File: src/design/scw_pkg.sv
// Shared constants and types for the serial configuration and watchdog block
package scw_pkg;

	// Clock and timing
	localparam int SYS_PERIOD_NS  = 4;
	localparam int WDA_PULSE_NS   = 64000;
	localparam int WDA_PULSE_CYC  = WDA_PULSE_NS / SYS_PERIOD_NS;
	localparam int WD_BASE_NS     = 10000000;
	localparam int WD_BASE_CYC    = WD_BASE_NS / SYS_PERIOD_NS;
	localparam int SLEEP_NS       = 1000;
	localparam int SLEEP_CYC      = (SLEEP_NS + SYS_PERIOD_NS - 1) / SYS_PERIOD_NS;
	localparam int WAKE_NS        = 1000;
	localparam int WAKE_CYC       = (WAKE_NS + SYS_PERIOD_NS - 1) / SYS_PERIOD_NS;
	localparam int RETRY_NS       = 3000;
	localparam int RETRY_CYC      = (RETRY_NS + SYS_PERIOD_NS - 1) / SYS_PERIOD_NS;
	localparam int GAP_NS         = 500;
	localparam int GAP_CYC        = (GAP_NS + SYS_PERIOD_NS - 1) / SYS_PERIOD_NS;
	localparam int SCLK_HALF_CYC  = 16;
	localparam logic [2:0] BOOT_CYC = 3'h5;

	// Frame layout
	localparam logic [4:0] FRAME_BITS = 5'h10;
	localparam logic [4:0] FCNT_MAX   = 5'h11;
	localparam logic [4:0] CMD_BITS   = 5'h05;
	localparam logic [4:0] DATA_START = 5'h08;
	localparam logic [4:0] LAST_BIT   = 5'h0F;
	localparam int RW_BIT   = 15;
	localparam int ADDR_MSB = 14;
	localparam int ADDR_LSB = 11;
	localparam int DATA_MSB = 7;

	// Device register map
	localparam logic [3:0] ADDR_STATUS = 4'h0;
	localparam logic [3:0] ADDR_DIAG   = 4'h1;
	localparam logic [3:0] ADDR_MAIN   = 4'h2;
	localparam logic [3:0] ADDR_DRVWD  = 4'h3;
	localparam logic [3:0] ADDR_VDS    = 4'h4;
	localparam logic [3:0] ADDR_CONFIG = 4'h5;
	localparam int CLR_POS    = 0;
	localparam int WDEN_POS   = 5;
	localparam int WDDLY_LSB  = 3;
	localparam int STAT_ANY   = 7;
	localparam int STAT_WD    = 6;
	localparam logic [7:0] MAIN_RST   = 8'h18;
	localparam logic [7:0] DRVWD_RST  = 8'h00;
	localparam logic [7:0] VDS_RST    = 8'h00;
	localparam logic [7:0] CONFIG_RST = 8'h00;

	// Synchroniser lanes: cs, sclk, sdi, sleep, mode[1:0]
	localparam int SYNC_W = 6;
	localparam logic [5:0] SYNC_RST = 6'h09;

	// Host command registers
	localparam logic [1:0] HREG_TX   = 2'h0;
	localparam logic [1:0] HREG_STAT = 2'h1;
	localparam logic [1:0] HREG_RX   = 2'h2;
	localparam logic [1:0] HREG_BITS = 2'h3;
	localparam logic [4:0] BITS_RST  = 5'h10;

	typedef enum logic [1:0] {
		SLP_RUN   = 2'b00,
		SLP_ENTER = 2'b01,
		SLP_DOWN  = 2'b11,
		SLP_WAKE  = 2'b10
	} scw_sleep_e;

	typedef enum logic [2:0] {
		HST_IDLE  = 3'b000,
		HST_LEAD  = 3'b001,
		HST_HIGH  = 3'b011,
		HST_LOW   = 3'b010,
		HST_TRAIL = 3'b110,
		HST_GAP   = 3'b100
	} scw_host_e;

endpackage : scw_pkg

File: src/design/scw_if.sv
// Serial link between controller and gate driver configuration port
`timescale 1ns/100ps
interface scw_if;
	logic chip_select_n;
	logic sclk;
	logic sdi;
	logic sdo;
	logic sdo_oe_n;
	logic miso;

	// Undriven data line reads as low at the controller
	assign miso = ~sdo_oe_n & sdo;

	modport dev (input chip_select_n, input sclk, input sdi, output sdo, output sdo_oe_n);
	modport host (output chip_select_n, output sclk, output sdi, input miso);
endinterface : scw_if

File: src/design/scw_dev.sv
// Gate driver serial port, watchdog, fault response and sleep control
`timescale 1ns/100ps
module scw_dev #(
	parameter int unsigned WD_BASE_CYCLES   = scw_pkg::WD_BASE_CYC,
	parameter int unsigned WDA_PULSE_CYCLES = scw_pkg::WDA_PULSE_CYC
) (
	// Clock and reset
	input  wire logic       clk_sys,
	input  wire logic       rst_n,
	// Serial link
	scw_if.dev              link,
	// Fault monitors, same clock domain
	input  wire logic       ocp_event,
	input  wire logic       gate_drive_error,
	input  wire logic       vm_undervolt,
	input  wire logic       vcp_undervolt,
	input  wire logic       overtemp_shutdown,
	input  wire logic       overtemp_warning_flag,
	input  wire logic [7:0] fet_diag,
	// Pins from outside the clock domain
	input  wire logic       sleep_pin_n,
	input  wire logic [1:0] mode_pins,
	// Driver control and alarms
	output logic            watchdog_alarm_pin_n,
	output logic            alarm_pin_n,
	output logic            driver_enable,
	output logic            gate_pulldown,
	output logic            charge_pump_enable,
	output logic            regulator_enable,
	output logic            frame_error,
	output logic [1:0]      input_mode,
	// Settings
	output logic [7:0]      cfg_main,
	output logic [7:0]      cfg_drive_wd,
	output logic [7:0]      cfg_vds,
	output logic [7:0]      cfg_config
);
	import scw_pkg::*;

	logic [SYNC_W-1:0] s1, s2, s3, filt, filt_q;
	logic [SYNC_W-1:0] pin_in;
	logic [15:0]       sh;
	logic [4:0]        fcnt;
	logic              rw_q;
	logic [7:0]        snap;
	logic [7:0]        stat_flags;
	logic [7:0]        diag;
	logic [31:0]       wd_cnt;
	logic [15:0]       pulse_cnt;
	logic [15:0]       retry_cnt;
	logic [15:0]       slp_cnt;
	logic [2:0]        boot_cnt;
	scw_sleep_e        slp;
	logic              cs_act, sclk_fall, sclk_rise, cs_fall, cs_rise, full;
	logic              commit_wr, kick, clr_pulse, watchdog_enable_bit, wd_expire, wake_start, retry_trig;
	logic [3:0]        f_addr;
	logic [7:0]        status_rd;
	logic [4:0]        out_idx;
	logic [31:0]       wd_limit;

	// Raw pin lanes, gathered so each synchroniser lane reads one bit
	assign pin_in = {mode_pins, sleep_pin_n, link.sdi, link.sclk, link.chip_select_n};

	// Three-stage synchronisers; a change counts once stages two and three agree
	generate
		for (genvar i = 0; i < SYNC_W; i++) begin : g_sync
			always_ff @(posedge clk_sys or negedge rst_n) begin
				if (!rst_n) begin
					s1[i]     <= SYNC_RST[i];
					s2[i]     <= SYNC_RST[i];
					s3[i]     <= SYNC_RST[i];
					filt[i]   <= SYNC_RST[i];
					filt_q[i] <= SYNC_RST[i];
				end else begin
					s1[i]     <= pin_in[i];
					s2[i]     <= s1[i];
					s3[i]     <= s2[i];
					filt[i]   <= (s2[i] == s3[i]) ? s3[i] : filt[i];
					filt_q[i] <= filt[i];
				end
			end
		end
	endgenerate

	// Link edges; clock and data are ignored while deselected
	assign cs_act    = ~filt[0];
	assign cs_fall   = filt_q[0] & ~filt[0];
	assign cs_rise   = ~filt_q[0] & filt[0];
	assign sclk_fall = cs_act & ~cs_fall & filt_q[1] & ~filt[1];
	assign sclk_rise = cs_act & ~filt_q[1] & filt[1];
	assign full      = (fcnt == FRAME_BITS);
	assign f_addr    = sh[ADDR_MSB:ADDR_LSB];
	assign commit_wr = cs_rise & full & ~sh[RW_BIT];
	assign kick      = cs_rise & full & sh[RW_BIT] & (f_addr == ADDR_STATUS);
	assign clr_pulse = commit_wr & (f_addr == ADDR_MAIN) & sh[CLR_POS];
	assign watchdog_enable_bit     = cfg_drive_wd[WDEN_POS];
	assign out_idx   = LAST_BIT - fcnt;
	assign wd_limit  = WD_BASE_CYCLES << cfg_drive_wd[WDDLY_LSB+:2];
	assign wd_expire = watchdog_enable_bit & (wd_cnt == 32'h0000_0000) & ~kick;
	assign wake_start = (slp == SLP_DOWN) & filt[3];
	assign retry_trig = (ocp_event | gate_drive_error) & (retry_cnt == 16'h0000);

	// Status word: summary bit covers every fault but the warning
	always_comb begin
		status_rd           = stat_flags;
		status_rd[STAT_ANY] = |stat_flags[STAT_WD:1];
	end

	// Register read view
	function automatic logic [7:0] reg_value(input logic [3:0] a);
		unique case (a)
			ADDR_STATUS: reg_value = status_rd;
			ADDR_DIAG:   reg_value = diag;
			ADDR_MAIN:   reg_value = cfg_main;
			ADDR_DRVWD:  reg_value = cfg_drive_wd;
			ADDR_VDS:    reg_value = cfg_vds;
			ADDR_CONFIG: reg_value = cfg_config;
			default:     reg_value = 8'h00;
		endcase
	endfunction : reg_value

	// Receive shifter and bit counter, MSB first on falling clock
	always_ff @(posedge clk_sys or negedge rst_n) begin
		if (!rst_n) begin
			sh   <= 16'h0000;
			fcnt <= 5'h00;
			rw_q <= 1'b0;
		end else if (cs_fall) begin
			sh   <= 16'h0000;
			fcnt <= 5'h00;
		end else if (sclk_fall) begin
			sh   <= {sh[14:0], filt[2]};
			fcnt <= (fcnt == FCNT_MAX) ? fcnt : fcnt + 5'h01;      // Saturate so long frames stay wrong
			if (fcnt == 5'h00)
				rw_q <= filt[2];
		end
	end

	// Transmit side: don't-care zeros, then the register as it stood after the command
	always_ff @(posedge clk_sys or negedge rst_n) begin
		if (!rst_n) begin
			snap     <= 8'h00;
			link.sdo <= 1'b0;
		end else if (cs_fall) begin
			link.sdo <= 1'b0;
		end else if (sclk_rise) begin
			if (fcnt == CMD_BITS)
				snap <= reg_value(sh[3:0]);
			if (fcnt >= DATA_START && fcnt <= LAST_BIT)
				link.sdo <= snap[out_idx[2:0]];
			else
				link.sdo <= 1'b0;
		end
	end

	// Output released whenever deselected
	assign link.sdo_oe_n = filt[0];

	// Frame error pulse on a short or long write; the write is dropped
	always_ff @(posedge clk_sys or negedge rst_n) begin
		if (!rst_n)
			frame_error <= 1'b0;
		else
			frame_error <= cs_rise & (fcnt != 5'h00) & ~rw_q & ~full;
	end

	// Settings; defaults again on wake, expiry drops the watchdog enable
	always_ff @(posedge clk_sys or negedge rst_n) begin
		if (!rst_n) begin
			cfg_main     <= MAIN_RST;
			cfg_drive_wd <= DRVWD_RST;
			cfg_vds      <= VDS_RST;
			cfg_config   <= CONFIG_RST;
		end else if (wake_start) begin
			cfg_main     <= MAIN_RST;
			cfg_drive_wd <= DRVWD_RST;
			cfg_vds      <= VDS_RST;
			cfg_config   <= CONFIG_RST;
		end else begin
			if (commit_wr) begin
				unique case (f_addr)
					ADDR_MAIN:   cfg_main     <= {sh[DATA_MSB:1], 1'b0}; // Clear bit never stays set
					ADDR_DRVWD:  cfg_drive_wd <= sh[DATA_MSB:0];
					ADDR_VDS:    cfg_vds      <= sh[DATA_MSB:0];
					ADDR_CONFIG: cfg_config   <= sh[DATA_MSB:0];
					default:     ;
				endcase
			end
			if (wd_expire)
				cfg_drive_wd[WDEN_POS] <= 1'b0;
		end
	end

	// Sticky fault flags; a new event wins over a clear in the same cycle
	always_ff @(posedge clk_sys or negedge rst_n) begin
		if (!rst_n) begin
			stat_flags <= 8'h00;
			diag       <= 8'h00;
		end else begin
			stat_flags <= {1'b0, wd_expire, gate_drive_error, ocp_event, vm_undervolt, vcp_undervolt,
			               overtemp_shutdown, overtemp_warning_flag} | (clr_pulse ? 8'h00 : stat_flags);
			diag       <= fet_diag | (clr_pulse ? 8'h00 : diag);
		end
	end

	// Watchdog countdown, reloaded while off and on each valid status read
	always_ff @(posedge clk_sys or negedge rst_n) begin
		if (!rst_n)
			wd_cnt <= 32'h0000_0000;
		else if (!watchdog_enable_bit || kick)
			wd_cnt <= wd_limit;
		else if (wd_cnt != 32'h0000_0000)
			wd_cnt <= wd_cnt - 32'h0000_0001;
	end

	// Watchdog alarm pulse length
	always_ff @(posedge clk_sys or negedge rst_n) begin
		if (!rst_n)
			pulse_cnt <= 16'h0000;
		else if (wd_expire)
			pulse_cnt <= 16'(WDA_PULSE_CYCLES);
		else if (pulse_cnt != 16'h0000)
			pulse_cnt <= pulse_cnt - 16'h0001;
	end

	// Retry timer after gate drive or overcurrent; repeats if the fault persists
	always_ff @(posedge clk_sys or negedge rst_n) begin
		if (!rst_n)
			retry_cnt <= 16'h0000;
		else if (retry_trig)
			retry_cnt <= 16'(RETRY_CYC);
		else if (retry_cnt != 16'h0000)
			retry_cnt <= retry_cnt - 16'h0001;
	end

	// Sleep sequencing; a short low pulse on the pin never reaches sleep
	always_ff @(posedge clk_sys or negedge rst_n) begin
		if (!rst_n) begin
			slp     <= SLP_RUN;
			slp_cnt <= 16'h0000;
		end else begin
			unique case (slp)
				SLP_RUN: if (!filt[3]) begin
					slp     <= SLP_ENTER;
					slp_cnt <= 16'(SLEEP_CYC);
				end
				SLP_ENTER: if (filt[3]) begin
					slp <= SLP_RUN;
				end else if (slp_cnt == 16'h0001) begin
					slp <= SLP_DOWN;
				end else begin
					slp_cnt <= slp_cnt - 16'h0001;
				end
				SLP_DOWN: if (filt[3]) begin
					slp     <= SLP_WAKE;
					slp_cnt <= 16'(WAKE_CYC);
				end
				SLP_WAKE: if (slp_cnt == 16'h0001) begin
					slp <= SLP_RUN;
				end else begin
					slp_cnt <= slp_cnt - 16'h0001;
				end
			endcase
		end
	end

	// Input mode capture once after power-up and at each wake
	always_ff @(posedge clk_sys or negedge rst_n) begin
		if (!rst_n) begin
			boot_cnt   <= 3'h0;
			input_mode <= 2'h0;
		end else begin
			if (boot_cnt != BOOT_CYC)
				boot_cnt <= boot_cnt + 3'h1;
			if (boot_cnt == BOOT_CYC - 3'h1 || wake_start)
				input_mode <= filt[5:4];
		end
	end

	// Registered driver controls; driver stays off through the wake delay, while charge pump and regulator come back on at wake start
	always_ff @(posedge clk_sys or negedge rst_n) begin
		if (!rst_n) begin
			driver_enable        <= 1'b0;
			gate_pulldown        <= 1'b1;
			charge_pump_enable   <= 1'b0;
			regulator_enable     <= 1'b0;
			alarm_pin_n          <= 1'b1;
			watchdog_alarm_pin_n <= 1'b1;
		end else begin
			driver_enable        <= (slp == SLP_RUN) & ~stat_flags[STAT_WD] & ~wd_expire & (retry_cnt == 16'h0000)
			                        & ~retry_trig & ~vm_undervolt & ~vcp_undervolt & ~overtemp_shutdown;
			// Gates stay pulled off until the wake delay has run out
			gate_pulldown        <= ~filt[3] | (slp == SLP_DOWN) | (slp == SLP_WAKE);
			charge_pump_enable   <= (slp != SLP_DOWN) & ~vm_undervolt & ~overtemp_shutdown;
			regulator_enable     <= (slp != SLP_DOWN) & ~vm_undervolt & ~overtemp_shutdown;
			alarm_pin_n          <= ~(stat_flags[STAT_WD] | wd_expire | (retry_cnt != 16'h0000) | vm_undervolt
			                        | vcp_undervolt | overtemp_shutdown);
			watchdog_alarm_pin_n <= ~(wd_expire | (pulse_cnt > 16'h0001));
		end
	end

endmodule : scw_dev

File: src/flat_wrapper.sv
// flat-port wrapper written by rule: the top's interface ports become plain ports
module scw_dev_flat import scw_pkg::*;
#(
	parameter int unsigned WD_BASE_CYCLES   = scw_pkg::WD_BASE_CYC,
	parameter int unsigned WDA_PULSE_CYCLES = scw_pkg::WDA_PULSE_CYC
)
  (clk_sys, rst_n, ocp_event, gate_drive_error, vm_undervolt, vcp_undervolt, overtemp_shutdown, overtemp_warning_flag, fet_diag, sleep_pin_n, mode_pins, watchdog_alarm_pin_n, alarm_pin_n, driver_enable, gate_pulldown, charge_pump_enable, regulator_enable, frame_error, input_mode, cfg_main, cfg_drive_wd, cfg_vds, cfg_config, link_chip_select_n, link_sclk, link_sdi, link_sdo, link_sdo_oe_n);
  scw_if link_i ();
  input  wire logic clk_sys;
  input  wire logic rst_n;
  input  wire logic ocp_event;
  input  wire logic gate_drive_error;
  input  wire logic vm_undervolt;
  input  wire logic vcp_undervolt;
  input  wire logic overtemp_shutdown;
  input  wire logic overtemp_warning_flag;
  input  wire logic [7:0] fet_diag;
  input  wire logic sleep_pin_n;
  input  wire logic [1:0] mode_pins;
  output logic watchdog_alarm_pin_n;
  output logic alarm_pin_n;
  output logic driver_enable;
  output logic gate_pulldown;
  output logic charge_pump_enable;
  output logic regulator_enable;
  output logic frame_error;
  output logic [1:0] input_mode;
  output logic [7:0] cfg_main;
  output logic [7:0] cfg_drive_wd;
  output logic [7:0] cfg_vds;
  output logic [7:0] cfg_config;
  input wire logic [$bits(link_i.chip_select_n)-1:0] link_chip_select_n;
  input wire logic [$bits(link_i.sclk)-1:0] link_sclk;
  input wire logic [$bits(link_i.sdi)-1:0] link_sdi;
  output wire logic [$bits(link_i.sdo)-1:0] link_sdo;
  output wire logic [$bits(link_i.sdo_oe_n)-1:0] link_sdo_oe_n;
  assign link_i.chip_select_n = link_chip_select_n;
  assign link_i.sclk = link_sclk;
  assign link_i.sdi = link_sdi;
  assign link_sdo = link_i.sdo;
  assign link_sdo_oe_n = link_i.sdo_oe_n;
  scw_dev #(.WD_BASE_CYCLES(WD_BASE_CYCLES), .WDA_PULSE_CYCLES(WDA_PULSE_CYCLES)) u_core (.clk_sys(clk_sys), .rst_n(rst_n), .link(link_i), .ocp_event(ocp_event), .gate_drive_error(gate_drive_error), .vm_undervolt(vm_undervolt), .vcp_undervolt(vcp_undervolt), .overtemp_shutdown(overtemp_shutdown), .overtemp_warning_flag(overtemp_warning_flag), .fet_diag(fet_diag), .sleep_pin_n(sleep_pin_n), .mode_pins(mode_pins), .watchdog_alarm_pin_n(watchdog_alarm_pin_n), .alarm_pin_n(alarm_pin_n), .driver_enable(driver_enable), .gate_pulldown(gate_pulldown), .charge_pump_enable(charge_pump_enable), .regulator_enable(regulator_enable), .frame_error(frame_error), .input_mode(input_mode), .cfg_main(cfg_main), .cfg_drive_wd(cfg_drive_wd), .cfg_vds(cfg_vds), .cfg_config(cfg_config));
endmodule
File: config.mk
export PLATFORM = sky130hd
export DESIGN_NAME = scw_dev_flat
export DESIGN_NICKNAME = d
export VERILOG_FILES = /design/src/design/scw_pkg.sv /design/src/design/scw_if.sv /design/src/design/scw_dev.sv /design/src/flat_wrapper.sv
export SDC_FILE = /design/constraint.sdc
export NUM_CORES = 1
export LEC_CHECK = 0
export ABC_AREA = 1
export BUFFER_PORTS_ARGS = -buffer_cell sky130_fd_sc_hd__buf_2
export CAP_MARGIN = 40
export CORE_ASPECT_RATIO = 0.75
export CORE_MARGIN = 1
export CORE_UTILIZATION = 45
export CTS_BUF_LIST = sky130_fd_sc_hd__clkbuf_4
export CTS_CLUSTER_SIZE = 30
export DETAILED_ROUTE_END_ITERATION = 6
export HOLD_SLACK_MARGIN = 0.05
export PLACE_DENSITY_LB_ADDON = 0.15
export SLEW_MARGIN = 25
export SYNTH_ARGS = -nofsm -noshare
export SYNTH_HDL_FRONTEND = slang
export SYNTH_SLANG_ARGS = --single-unit
File: constraint.sdc
create_clock -name clk_sys -period 3.35 [get_ports clk_sys]
set_clock_uncertainty 0.05 [all_clocks]
set_input_delay 0.1675 -clock clk_sys [delete_from_list [all_inputs] [get_ports clk_sys]]
set_output_delay 0.1675 -clock clk_sys [all_outputs]
set_load 0.1 [all_outputs]
Word level (Yosys, flattened, before mapping) --
Cells that the tools add are included.
Cells by class: multiplexer cells 43, reduce and logical (&&, ||, !) cells 37, bitwise gates (word level) 58, add/sub/neg operators 7, shifts and indexed selects 1, order comparisons 4, equal/unequal tests 31
Operator list (count):
- 16-bit 2-to-1 mux | 10
- 8-bit 2-to-1 mux | 14
- 32-bit 2-to-1 mux | 2
- 16-bit case mux with 4 select lines | 1
- 8-bit case mux with 6 select lines | 1
- 16-bit by 1-bit subtractor with 16-bit output, second input constant | 3
- 32-bit zero test | 1
- 16-bit nonzero test | 2
- 32-bit nonzero test | 1
- 22-bit by 2-bit left shift with 32-bit output, first input constant | 1
- 32-bit by 1-bit subtractor with 32-bit output, second input constant | 1
- 1-bit AND | 29
- 2-bit nonzero test | 10
- 1-bit NOT | 18
- 16-bit by 1-bit == test with 1-bit output, second input constant | 1
- 4-bit by 2-bit == test with 1-bit output, second input constant | 4
- 4-bit by 3-bit == test with 1-bit output, second input constant | 4
- 16-bit by 1-bit > comparator with 1-bit output, second input constant | 1
- 16-bit zero test | 1
- 5-bit 2-to-1 mux | 3
- 2-bit AND reduction | 6
- 5-bit == test, second input constant | 2
- 2-bit 2-to-1 mux | 5
- 1-bit bitwise OR | 9
- other kinds (32) | 51
Storage, ports and cells: register bits 198, input bits 22

Logic depth before layout (Yosys ltp) --
Gate-level depths: netlist of the first run.
depth in word-level cells 14, depth in mapped cells 12, mapped depth without buffers 11

Worst setup path before layout of the first run --
Ideal clock, no wire load.
kind reg2reg, start point reg u_core.filt[0] (netlist: u_core.link.sdo_oe_n), end point reg u_core.cfg_drive_wd[3], period minus slack after synthesis 2.035 ns, path slack 1.315 ns, cell stages (with the launch flop) 7, arrival time 1.858 ns, path through dfstp_2 nand3_2 nor3_4 nand2_1 buf_2 nand3_1 o21ai_1
On the way: cells in the longest elaborated chain, start to end 5
Ends and longest elaborated chain:
- start: declaration | line scw_dev.sv:40 | logic [SYNC_W-1:0] s1, s2, s3, filt, filt_q;
- start signal: indexed assignment | line scw_dev.sv:72 | filt[i] <= SYNC_RST[i];
- start signal: indexed assignment | line scw_dev.sv:78 | filt[i] <= (s2[i] == s3[i]) ? s3[i] : filt[i];
- 1-bit AND | line scw_dev.sv:88 | assign cs_rise = ~filt_q[0] & filt[0];
- 1-bit AND (2 in series) | line scw_dev.sv:93 | assign commit_wr = cs_rise & full & ~sh[RW_BIT];
- 2-bit nonzero test (no source line)
- 2-bit AND reduction (no source line)
- end signal: assignment | line scw_dev.sv:183 | ADDR_DRVWD: cfg_drive_wd <= sh[DATA_MSB:0];
- end: declaration | line scw_dev.sv:34 | output logic [7:0] cfg_drive_wd,
Every way passes these cells. A chain may end at the register's enable or synchronous reset.

Worst setup path in the final report of the first run --
start point reg u_core.fcnt[0], end point reg u_core.wd_cnt[1]
On the way: cells in the longest elaborated chain, start to end 6, elaborated cells between the ends (all ways) 7, those cells by class eq/ne (1); mux (1); bitwise (3); reduce/logical (2)
Ends and longest elaborated chain:
- start: declaration | line scw_dev.sv:43 | logic [4:0] fcnt;
- start signal: assignment | line scw_dev.sv:133 | fcnt <= (fcnt == FCNT_MAX) ? fcnt : fcnt + 5'h01;
- 5-bit == test (*) | line scw_dev.sv:91 | assign full = (fcnt == FRAME_BITS);
- 1-bit AND (*) (3 in series) | line scw_dev.sv:94 | assign kick = cs_rise & full & sh[RW_BIT] & (f_addr == ADDR_STATUS);
- 1-bit logical OR (*) | line scw_dev.sv:210 | else if (!watchdog_enable_bit || kick)
- 32-bit 2-to-1 mux or 2-bit nonzero test (tied branches)
- end signal: assignment | line scw_dev.sv:211 | wd_cnt <= wd_limit;
- end signal: assignment | line scw_dev.sv:213 | wd_cnt <= wd_cnt - 32'h0000_0001;
- end: declaration | line scw_dev.sv:48 | logic [31:0] wd_cnt;
Every way passes the cells marked *; elsewhere a longest branch is shown, timed or not.

==> metrics.txt, run 1 <==
final setup fails=0; Post-Layout Cell Count=1644; final setup TNS=0 ns; Via density=5.178; top cell type by total area after synthesis=dfrtp_1; Yosys reg bits=196; Post-synth top cells=nand2_1 (296), dfrtp_1 (182), nor2_1 (176); xor/xnor share of the synthesized area=3.323%; fraction of layout cells with a size suffix above 1=10.70%; RD Place Congestion=0.9507; drt drc=3; area of placed instances=10660 µm²; CTS H-tree depth=4; normalized max-slew margin=50.04%; Peak Freq=383.2 MHz; status=finished, violations left; CP dominant cell by count=nand2_1; Clk pin slew, worst setup/hold paths=0.16 ns; CP startpoint kind=register; die width=174.3 µm; die footprint=22860 µm²; row count=46; largest family of logic cells by synthesized area=simple AND/OR/NAND/NOR gates; Setup CP Type=register to register; I/O pin cnt=65; met2 WL=10060 µm; CTS tree=done; Power Dens Cells=507.2 nW/µm²; measured slew at the worst slew-check pin=0.7494 ns; fin area=11190 µm²; Initial DRC Count=805; fin nets=1389; min cycle time layout=2.610 ns; I/O Buffers=63; clk sinks=196; CORE AREA=21470 µm²; first-pass GRT wire length=42790 µm; number of CTS-inserted buffers=17; Max VDD drop=0.0004049 V; Worst Reg-to-Reg Cells=9; Crit-path slowest cell=dfrtp_1; Synth top area share=45.48%; Initial Utilization=46.65%; clk buf depth=2; critical-path cell list=clkinv_1, ha_1, nand2_2, nor2_1, nand2_1, nand2_1, inv_2, nand2_1, o21ai_0; fin util=52.10%; DR vias=8513; Post-Synth Simple-Gate Area=27.79%; Synth Area in Compound Gates=9.058%; worst-path fanout max=29; Synth Instances=1252; Worst-Skew Late Latency=0.60 ns; MaxCap Viol Count=0; HP Class=primary input to async pin; Main synth FF type=dfrtp_1; total power=5673 µW; CTS root buf=clkbuf_4; fin. max-slew vios=0; grt ovf=0; WL met1=13620 µm; area grow syn2layout=11.69%; placed cells=1588; vias in the first global route=7937; RSZ-0062 raised after global routing=false; most common cell in the netlist=nand2_1; final hold violations=0; Routed met3 length=2001 µm; post-route ant nets=0; HPWL Detailed=19350 µm; die height=131.2 µm; failing checks=design-rule violations; CP Data Arrival Time=3.08 ns; DRT Wirelength=25940 µm; Worst Path Required=3.82 ns; CP peak stage delay=0.50 ns; Syn Std Cell Area=10010 µm²; initial antenna violation count=1; FFs w/ async S/R, synth=100.0%; Synth Net Count=1299; Unique masters post-synth=45; sequential area share after synthesis=49.15%; post-synthesis adder-cell area fraction=3.723%; Post-synth EDFFs=0; largest net degree at the start of global routing=69; crit end category=register; overall fraction of global-route tracks in use=23.85%; YS warnings=0; mux cell area share after synthesis=0.2249%; P_leak=0.005559 µW; # fillers=2111; mean post-synth cell area=7.999 µm²; top cells by area, synth=dfrtp_1 (45%), nand2_1 (11%), nor2_1 (6.6%); WL/cell=15.78 µm; DR pass1 iterations=7; fin crit share=77.90%; Max Used Layer=met4
final cells by class:
class	instances	area, µm²	area share (%)
inverters	141	529.3	4.732
well taps	288	360.3	3.221
multi-input cells	889	4422	39.53
diodes	1	2.502	0.02237
repair buffers	97	659.4	5.895
flip-flops and latches	196	4922	44.00
clock inverters	14	155.1	1.387
clock buffers	18	135.1	1.208
cell families (layout without fill, tap and decap cells):
| family | count (synthesis) | in the layout |
|---|---|---|
| compound gates | 161 | 161 |
| xor+xnor | 38 | 38 |
| fa+ha+maj | 31 | 31 |
| buf+inv | 167 | 270 |
| flops | 196 | 196 |
| mux | 2 | 2 |
| other cells | 1 | 2 |
| simple gates | 656 | 656 |
path summary, 6_finish.rpt:
check / from / end / slack (ns)
max: u_core.fcnt[0]$_DFFE_PN0P_ / u_core.wd_cnt[1]$_DFFE_PN0P_ / 0.74
min: rst_n / u_core.wd_cnt[21]$_DFFE_PN0P_ / 0.06
max reg2reg: u_core.fcnt[0]$_DFFE_PN0P_ / u_core.wd_cnt[1]$_DFFE_PN0P_ / 0.74
min reg2reg: u_core.s1[0]$_DFF_PN1_ / u_core.s2[0]$_DFF_PN1_ / 0.32
max in group asynchronous: rst_n / u_core.wd_cnt[29]$_DFFE_PN0P_ / 2.27
min in group clk_sys: mode_pins[1] / u_core.s1[5]$_DFF_PN0_ / 0.15
report_power, final:
group          switching [µW]  internal [µW]
clock                     848            462
combinational            1130            409
sequential                209           2620
worst max-delay path: cells and delay by family, from the launching register on:
family	cells	cell delay (ns)
adders and majority gates	1	0.27
AOI/OAI and AO/OA	1	0.23
and+or+nand+nor	5	0.75
buffers and inverters	2	0.74
DFF	1	0.50
flip-flops by register name (all words and copies together) (netlist names), 3 cells and up:
signal               cells
u_core.wd_cnt           32
u_core.pulse_cnt        16
u_core.retry_cnt        16
u_core.sh               16
u_core.slp_cnt          16
u_core.cfg_config        8
u_core.cfg_drive_wd      8
u_core.cfg_vds           8
u_core.diag              8
u_core.snap              8
u_core.cfg_main          7
u_core.stat_flags        7
u_core.s1                6
u_core.s2                6
u_core.s3                6
u_core.fcnt              5
u_core.filt              5
u_core.boot_cnt          3
per-layer routing:
metal | GRT usage [%] | vias up
met3 | 5.758 | 14
met2 | 30.59 | 267
met5 | 0 | -
li1 | - | 4226
met4 | 5.166 | 0
met1 | 39.22 | 4006
layout by cell type, fill, tap and decap left out, types with 25 or more instances in the layout:
master and n:
nand2_1 296, o21ai_1 29, a21oi_1 29, nor3_1 27, nor2_1 176, ha_1 25
buf_2 63, o21ai_0 60, nand4_1 26, inv_1 137, dfrtp_1 182, nand3_1 107
per-stage QoR:
step	worst slack, ns	hold WS [ns]
6_report	0.7402	0.06282
3_5_place_dp	0.7617	0.1540
5_1_grt	0.4435	0.07640
4_1_cts	0.7207	0.06108
2_1_floorplan	1.315	-0.1781
3_3_place_gp	0.8625	0.1534
what timing repair did:
| item | in CTS | in global routing |
|---|---|---|
| setup buffers | 0 | 0 |
| hold buffers | 23 | 0 |
| gates resized for setup | 0 | 0 |
| hold endpoints to repair | 216 | 0 |
(Power assumes the default switching activity.)
==> inputs of run 2 (changes only) <==
clock period = 2.2 ns   (was 3.35 ns; I/O delays follow)
==> metrics.txt, run 2 (synthesis results as in run 1) <==
status=complete, no violations; Hold Path Stages=2; Peak Freq=504.7 MHz (+32%); CP Data Arrival Time=2.44 ns (-0.64 ns); fin crit share=90.06% (+12 points); Post-Layout Cell Count=1673 (+1.8%); Worst-Skew Late Latency=0.61 ns (about the same); DR pass1 iterations=5 (-2); fin nets=1418 (+2.1%); setup repair bufs after CTS=0 (unchanged); placed cells=1611 (+1.4%); commonest non-fill, non-tap cells in the layout=nand2_1 (295), dfrtp_1 (181), nor2_1 (176); largest net degree at the start of global routing=44 (-36%); min cycle time layout=1.981 ns (-0.6284 ns); drt drc=0 (-3); Worst Reg-to-Reg Cells=8 (-1); Setup CP Type=register to register; Initial DRC Count=864 (+7.3%); CTS tree=done; overall fraction of global-route tracks in use=24.58% (+0.73 points); HPWL Detailed=20080 µm (+3.8%); Largest Register=u_core.wd_cnt; number of CTS-inserted buffers=17 (unchanged); DRT Wirelength=26860 µm (+3.6%); DR vias=8711 (+2.3%); final setup TNS=0 ns (unchanged); first-pass GRT wire length=43970 µm (+2.8%); HP Class=primary input to register; RD Place Congestion=0.9326 (-1.9%); Power Dens Cells=772.8 nW/µm² (+52%); measured slew at the worst slew-check pin=0.7091 ns (-0.04033 ns); area grow syn2layout=14.74%; CTS H-tree depth=4 (unchanged); grt ovf=0 (unchanged); normalized max-slew margin=52.47% (+2.4 points); clk sinks=196 (unchanged); row count=46 (unchanged); crit end category=register; die footprint=22860 µm² (unchanged); Initial Utilization=46.65% (unchanged); Worst Path Required=2.65 ns (-1.17 ns); P_leak=0.005720 µW (+2.9%); initial antenna violation count=1 (unchanged); fraction of layout cells with a size suffix above 1=12.43% (+1.7 points); clk buf depth=2 (unchanged); CP startpoint kind=register; Via density=5.207 (+0.55%); WL/cell=16.05 µm (+1.8%); fin. max-slew vios=0 (unchanged); leading cell type in the layout, fill and taps excluded=nand2_1; worst-path fanout max=6 (-79%); vias in the first global route=7963 (+0.33%); final setup fails=0 (unchanged); MaxCap Viol Count=0 (unchanged); RSZ-0062 raised after global routing=false; final hold violations=0 (unchanged); CORE AREA=21470 µm² (unchanged); die width=174.3 µm (unchanged); Max VDD drop=0.001024 V (+150%); post-route ant nets=0 (unchanged); max reg flops=32 (unchanged); I/O pin cnt=65 (unchanged); I/O Buffers=63 (unchanged); Clk pin slew, worst setup/hold paths=0.17 ns (about the same); CTS root buf=clkbuf_4; die height=131.2 µm (unchanged)
run 2: cell count changes in the layout (fill, tap and decap cells not counted), sizes merged:
cell and delta:
buf +24, clkinv -4, bufinv +1, inv +2, clkbuf +1, dlygate4sd3 +5
run 2: routing by layer:
metal / track usage [%] / vias up / routed length, µm
met5: 0 / - / 0
met4: 5.945 / 0 / 321
met3: 5.642 / 26 / 1955
met2: 30.79 / 263 / 10250
met1: 40.99 / 4140 / 14330
li1: - / 4282 / -
run 2: final timing paths:
check,from,to,slack [ns]
max in group asynchronous,rst_n,u_core.filt[3]$_DFFE_PN1N_,1.15
min in group asynchronous,rst_n,u_core.watchdog_alarm_pin_n$_DFF_PN1_,0.63
worst max-delay path,u_core.pulse_cnt[0]$_DFFE_PN0P_,u_core.pulse_cnt[1]$_DFFE_PN0P_,0.22
worst min-delay path,link_sdi,u_core.s1[2]$_DFF_PN0_,0.11
worst min register to register,u_core.s1[0]$_DFF_PN1_,u_core.s2[0]$_DFF_PN1_,0.32
worst max register to register,u_core.pulse_cnt[0]$_DFFE_PN0P_,u_core.pulse_cnt[1]$_DFFE_PN0P_,0.22
run 2: power breakdown:
group          switching (µW)  total, µW  internal (µW)
clock                    1310       2140            832
sequential                321       4310           3990
combinational            1720       2430            707
run 2: critical path, cell delays in order, from the launching register on:
cell and delay [ns]:
dfrtp_1 0.45, inv_1 0.12, ha_1 0.25, nand2_1 0.13, nor2_1 0.34, nand2_2 0.13, inv_1 0.21, or2_2 0.15
a21oi_1 0.06
run 2: final cells by class:
cell class | instances | area (µm²)
Clock inverter | 13 | 168.9
Inverter | 141 | 531.8
Antenna cell | 1 | 2.502
Clock buffer | 19 | 142.6
Fill cell | 2068 | 9977
Timing Repair Buffer | 126 | 937.1
Multi-Input combinational cell | 889 | 4424
Sequential cell | 196 | 4923
Tap cell | 288 | 360.3
run 2: repair_timing:
item | in CTS | in global routing
hold buffers | 27 | 2
gates resized for setup | 0 | 3
setup endpoints to repair | 0 | 12
endpoints found under the hold margin | 227 | 6
run 2: per-stage QoR:
stage | worst slack, ns | total power (µW) | area [µm²] | util, % | hold slack [ns]
2_1_floorplan | 0.1648 | 6089 | 10010 | - | -0.2356
3_3_place_gp | 0.2482 | 6716 | 10860 | 50.57 | 0.06999
3_5_place_dp | 0.1573 | 6730 | 10860 | 50.60 | 0.06252
4_1_cts | 0.1138 | 8936 | 11460 | 53.39 | 0.05485
5_1_grt | 0.02564 | 9441 | 11490 | 53.53 | 0.06985
6_report | 0.2186 | 8880 | 11490 | 53.53 | 0.1133
==> inputs of run 3 (changes only) <==
ABC_AREA = unset   (was 1)
BUFFER_PORTS_ARGS = -buffer_cell sky130_fd_sc_hd__clkbuf_2   (was -buffer_cell sky130_fd_sc_hd__buf_2)
==> metrics.txt, run 3 <==
status=finished, violations left; failing checks=negative setup slack; top cell type by total area after synthesis=dfrtp_1; final hold violations=0 (unchanged); mux cell area share after synthesis=5.960% (+5.7 points); I/O Buffers=63 (unchanged); fin nets=1155 (-19%); crit end category=register; mean post-synth cell area=10.28 µm² (+29%); post-route ant nets=0 (unchanged); fin. max-slew vios=0 (unchanged); HPWL Detailed=16480 µm (-18%); Largest Register=u_core.wd_cnt; clk buf depth=2 (unchanged); RSZ-0062 raised after global routing=true; Peak Freq=415.7 MHz (-18%); sequential area share after synthesis=51.53% (+2.4 points); DRT Wirelength=23020 µm (-14%); CTS root buf=clkbuf_4; Max VDD drop=0.0006479 V (-37%); Synth Instances=929 (-26%); initial antenna violation count=0 (-1); row count=45 (-2.2%); final setup fails=45 (+45); placed cells=1341 (-17%); dpl ws=-0.2308 ns (-0.3881 ns); commonest non-fill, non-tap cells in the layout=dfrtp_1 (182), buf_4 (108), nand2_1 (90); DR vias=7594 (-13%); top cells by area, synth=dfrtp_1 (48%), mux2i_1 (4.2%), dfstp_2 (3.9%); xor/xnor share of the synthesized area=3.668% (+0.34 points); Post-synth top cells=dfrtp_1 (182), nand2_1 (95), nor2_1 (78); DR pass1 iterations=5 (unchanged); CTS H-tree depth=4 (unchanged); Post-synth EDFFs=0 (unchanged); largest family of logic cells by synthesized area=simple AND/OR/NAND/NOR gates; most common cell in the netlist=dfrtp_1; grt ovf=0 (unchanged); Synth top area share=47.68% (+2.2 points); measured slew at the worst slew-check pin=0.6458 ns (-0.06327 ns); Setup CP Type=register to register; FFs w/ async S/R, synth=100.0% (unchanged); CTS tree=done; Clk pin slew, worst setup/hold paths=0.15 ns (-0.02 ns); Worst Path Required=2.65 ns (about the same); first-pass GRT wire length=37420 µm (-15%); # fillers=1833 (-11%); CP startpoint kind=register; Synth Area in Compound Gates=10.77% (+1.7 points); max reg flops=32 (unchanged); Unique masters post-synth=75 (+67%); fraction of layout cells with a size suffix above 1=27.08% (+15 points); YS warnings=0 (unchanged); die width=170.2 µm (-2.3%); die height=128.2 µm (-2.3%); WL/cell=16.43 µm (+2.3%); area grow syn2layout=23.16%; Main synth FF type=dfrtp_1; I/O pin cnt=65 (unchanged); Via density=5.420 (+4.1%); CORE AREA=20490 µm² (-4.5%); Initial DRC Count=409 (-53%); RD Place Congestion=0.8414 (-9.8%); Worst Reg-to-Reg Cells=7 (-1); drt drc=0 (unchanged); Initial Utilization=46.61% (about the same); worst-path fanout max=6 (unchanged); n_diodes=0 (-1); post-synthesis adder-cell area fraction=3.904% (+0.18 points); leading cell type in the layout, fill and taps excluded=dfrtp_1; die footprint=21820 µm² (-4.6%); MaxCap Viol Count=0 (unchanged); Hold Path Stages=2 (unchanged); R2R Setup Slk=-0.21 ns (-0.42 ns); Power Dens Cells=646.0 nW/µm² (-16%); P_leak=0.005315 µW (-7.1%); number of CTS-inserted buffers=17 (unchanged); post-route setup slack=-0.2057 ns (-0.4243 ns); Routed met3 length=1036 µm (-47%); vias in the first global route=7148 (-10%); clk sinks=196 (unchanged); Yosys reg bits=196 (unchanged); fin crit share=109.3% (+19 points); overall fraction of global-route tracks in use=22.04% (-2.5 points); Syn Std Cell Area=9552 µm² (-4.6%); WL met1=11840 µm (-17%); CP Data Arrival Time=2.86 ns (+0.42 ns); Synth Net Count=976 (-25%); HP Class=primary input to register; Worst-Skew Late Latency=0.59 ns (-0.02 ns); Post-Layout Cell Count=1401 (-16%); min cycle time layout=2.406 ns (+0.4243 ns); Max Used Layer=met4; largest net degree at the start of global routing=74 (+68%); met2 WL=9949 µm (-2.9%); normalized max-slew margin=56.95% (+4.5 points); Post-Synth Simple-Gate Area=20.79% (-7.0 points)
run 3: area by class of cell:
cell class                 count  area [µm²]  area share [%]
sequential                   196        4926           41.87
multi-input combinational    662        4624           39.31
timing repair buffer         207        1543           13.11
tap                          282       352.8           2.999
clock buffer                  22       165.2           1.404
inverter                      24       90.09          0.7658
clock inverter                 8       62.56          0.5318
run 3: worst paths after layout:
| path | from | endpoint |
|---|---|---|
| worst max-delay path | u_core.wd_cnt[2]$_DFFE_PN0P_ | u_core.wd_cnt[22]$_DFFE_PN0P_ |
| min in group asynchronous | rst_n | u_core.wd_cnt[0]$_DFFE_PN0P_ |
| max in group asynchronous | rst_n | u_core.wd_cnt[5]$_DFFE_PN0P_ |
| worst min-delay path | mode_pins[0] | u_core.s1[4]$_DFF_PN0_ |
| worst max register to register | u_core.wd_cnt[2]$_DFFE_PN0P_ | u_core.wd_cnt[22]$_DFFE_PN0P_ |
| worst min register to register | u_core.s1[1]$_DFF_PN0_ | u_core.s2[1]$_DFF_PN0_ |
run 3: logic make-up after synthesis:
group,after synthesis
AND/OR/NAND/NOR,375
AO/OA/AOI/OAI,163
buffers and inverters,71
XOR/XNOR,40
flip-flops,196
other,1
adder cells (fa/ha/maj),31
multiplexers,52
run 3: what timing repair did:
item                                    CTS  global route
endpoints found under the setup margin   83            93
hold endpoints to repair                216             1
pin swaps                                 9             9
buffers inserted                          1             3
gates resized for setup                  17            27
hold buffers                             25             1
run 3: critical path: stages, from the launching register on:
cell and delay (ns):
dfrtp_1 0.41, or4_4 0.58, or4_4 0.44, buf_4 0.20, nor3b_2 0.19, buf_4 0.16
a21oi_1 0.07, o31ai_1 0.21
run 3: metal layers:
| metal | vias to the layer above | global-route usage, % |
|---|---|---|
| li1 | 3676 | - |
| met1 | 3742 | 33.59 |
| met2 | 161 | 31.82 |
| met3 | 15 | 4.631 |
| met4 | 0 | 5.087 |
| met5 | - | 0 |
run 3: report_power, final:
| part | switching [µW] | leakage (µW) | internal [µW] | total (µW) |
|---|---|---|---|---|
| logic | 1110 | 0.00272 | 648 | 1750 |
| clock network | 1160 | 0.000130 | 593 | 1750 |
| registers | 225 | 0.00246 | 3870 | 4090 |
| total | 2490 | 0.00532 | 5110 | 7600 |
run 3: metrics by stage:
step | utilization, % | total power [µW] | TNS, ns | cell area [µm²] | hold slack [ns]
2_1_floorplan | - | 5284 | -23.98 | 9748 | -0.2356
3_3_place_gp | 53.85 | 5820 | -4.898 | 11040 | 0.1446
3_5_place_dp | 53.85 | 5851 | -6.004 | 11040 | 0.1421
4_1_cts | 56.59 | 7662 | -5.154 | 11600 | 0.06122
5_1_grt | 57.40 | 8009 | -8.855 | 11760 | 0.05944
6_report | 57.40 | 7600 | -5.701 | 11760 | 0.1163
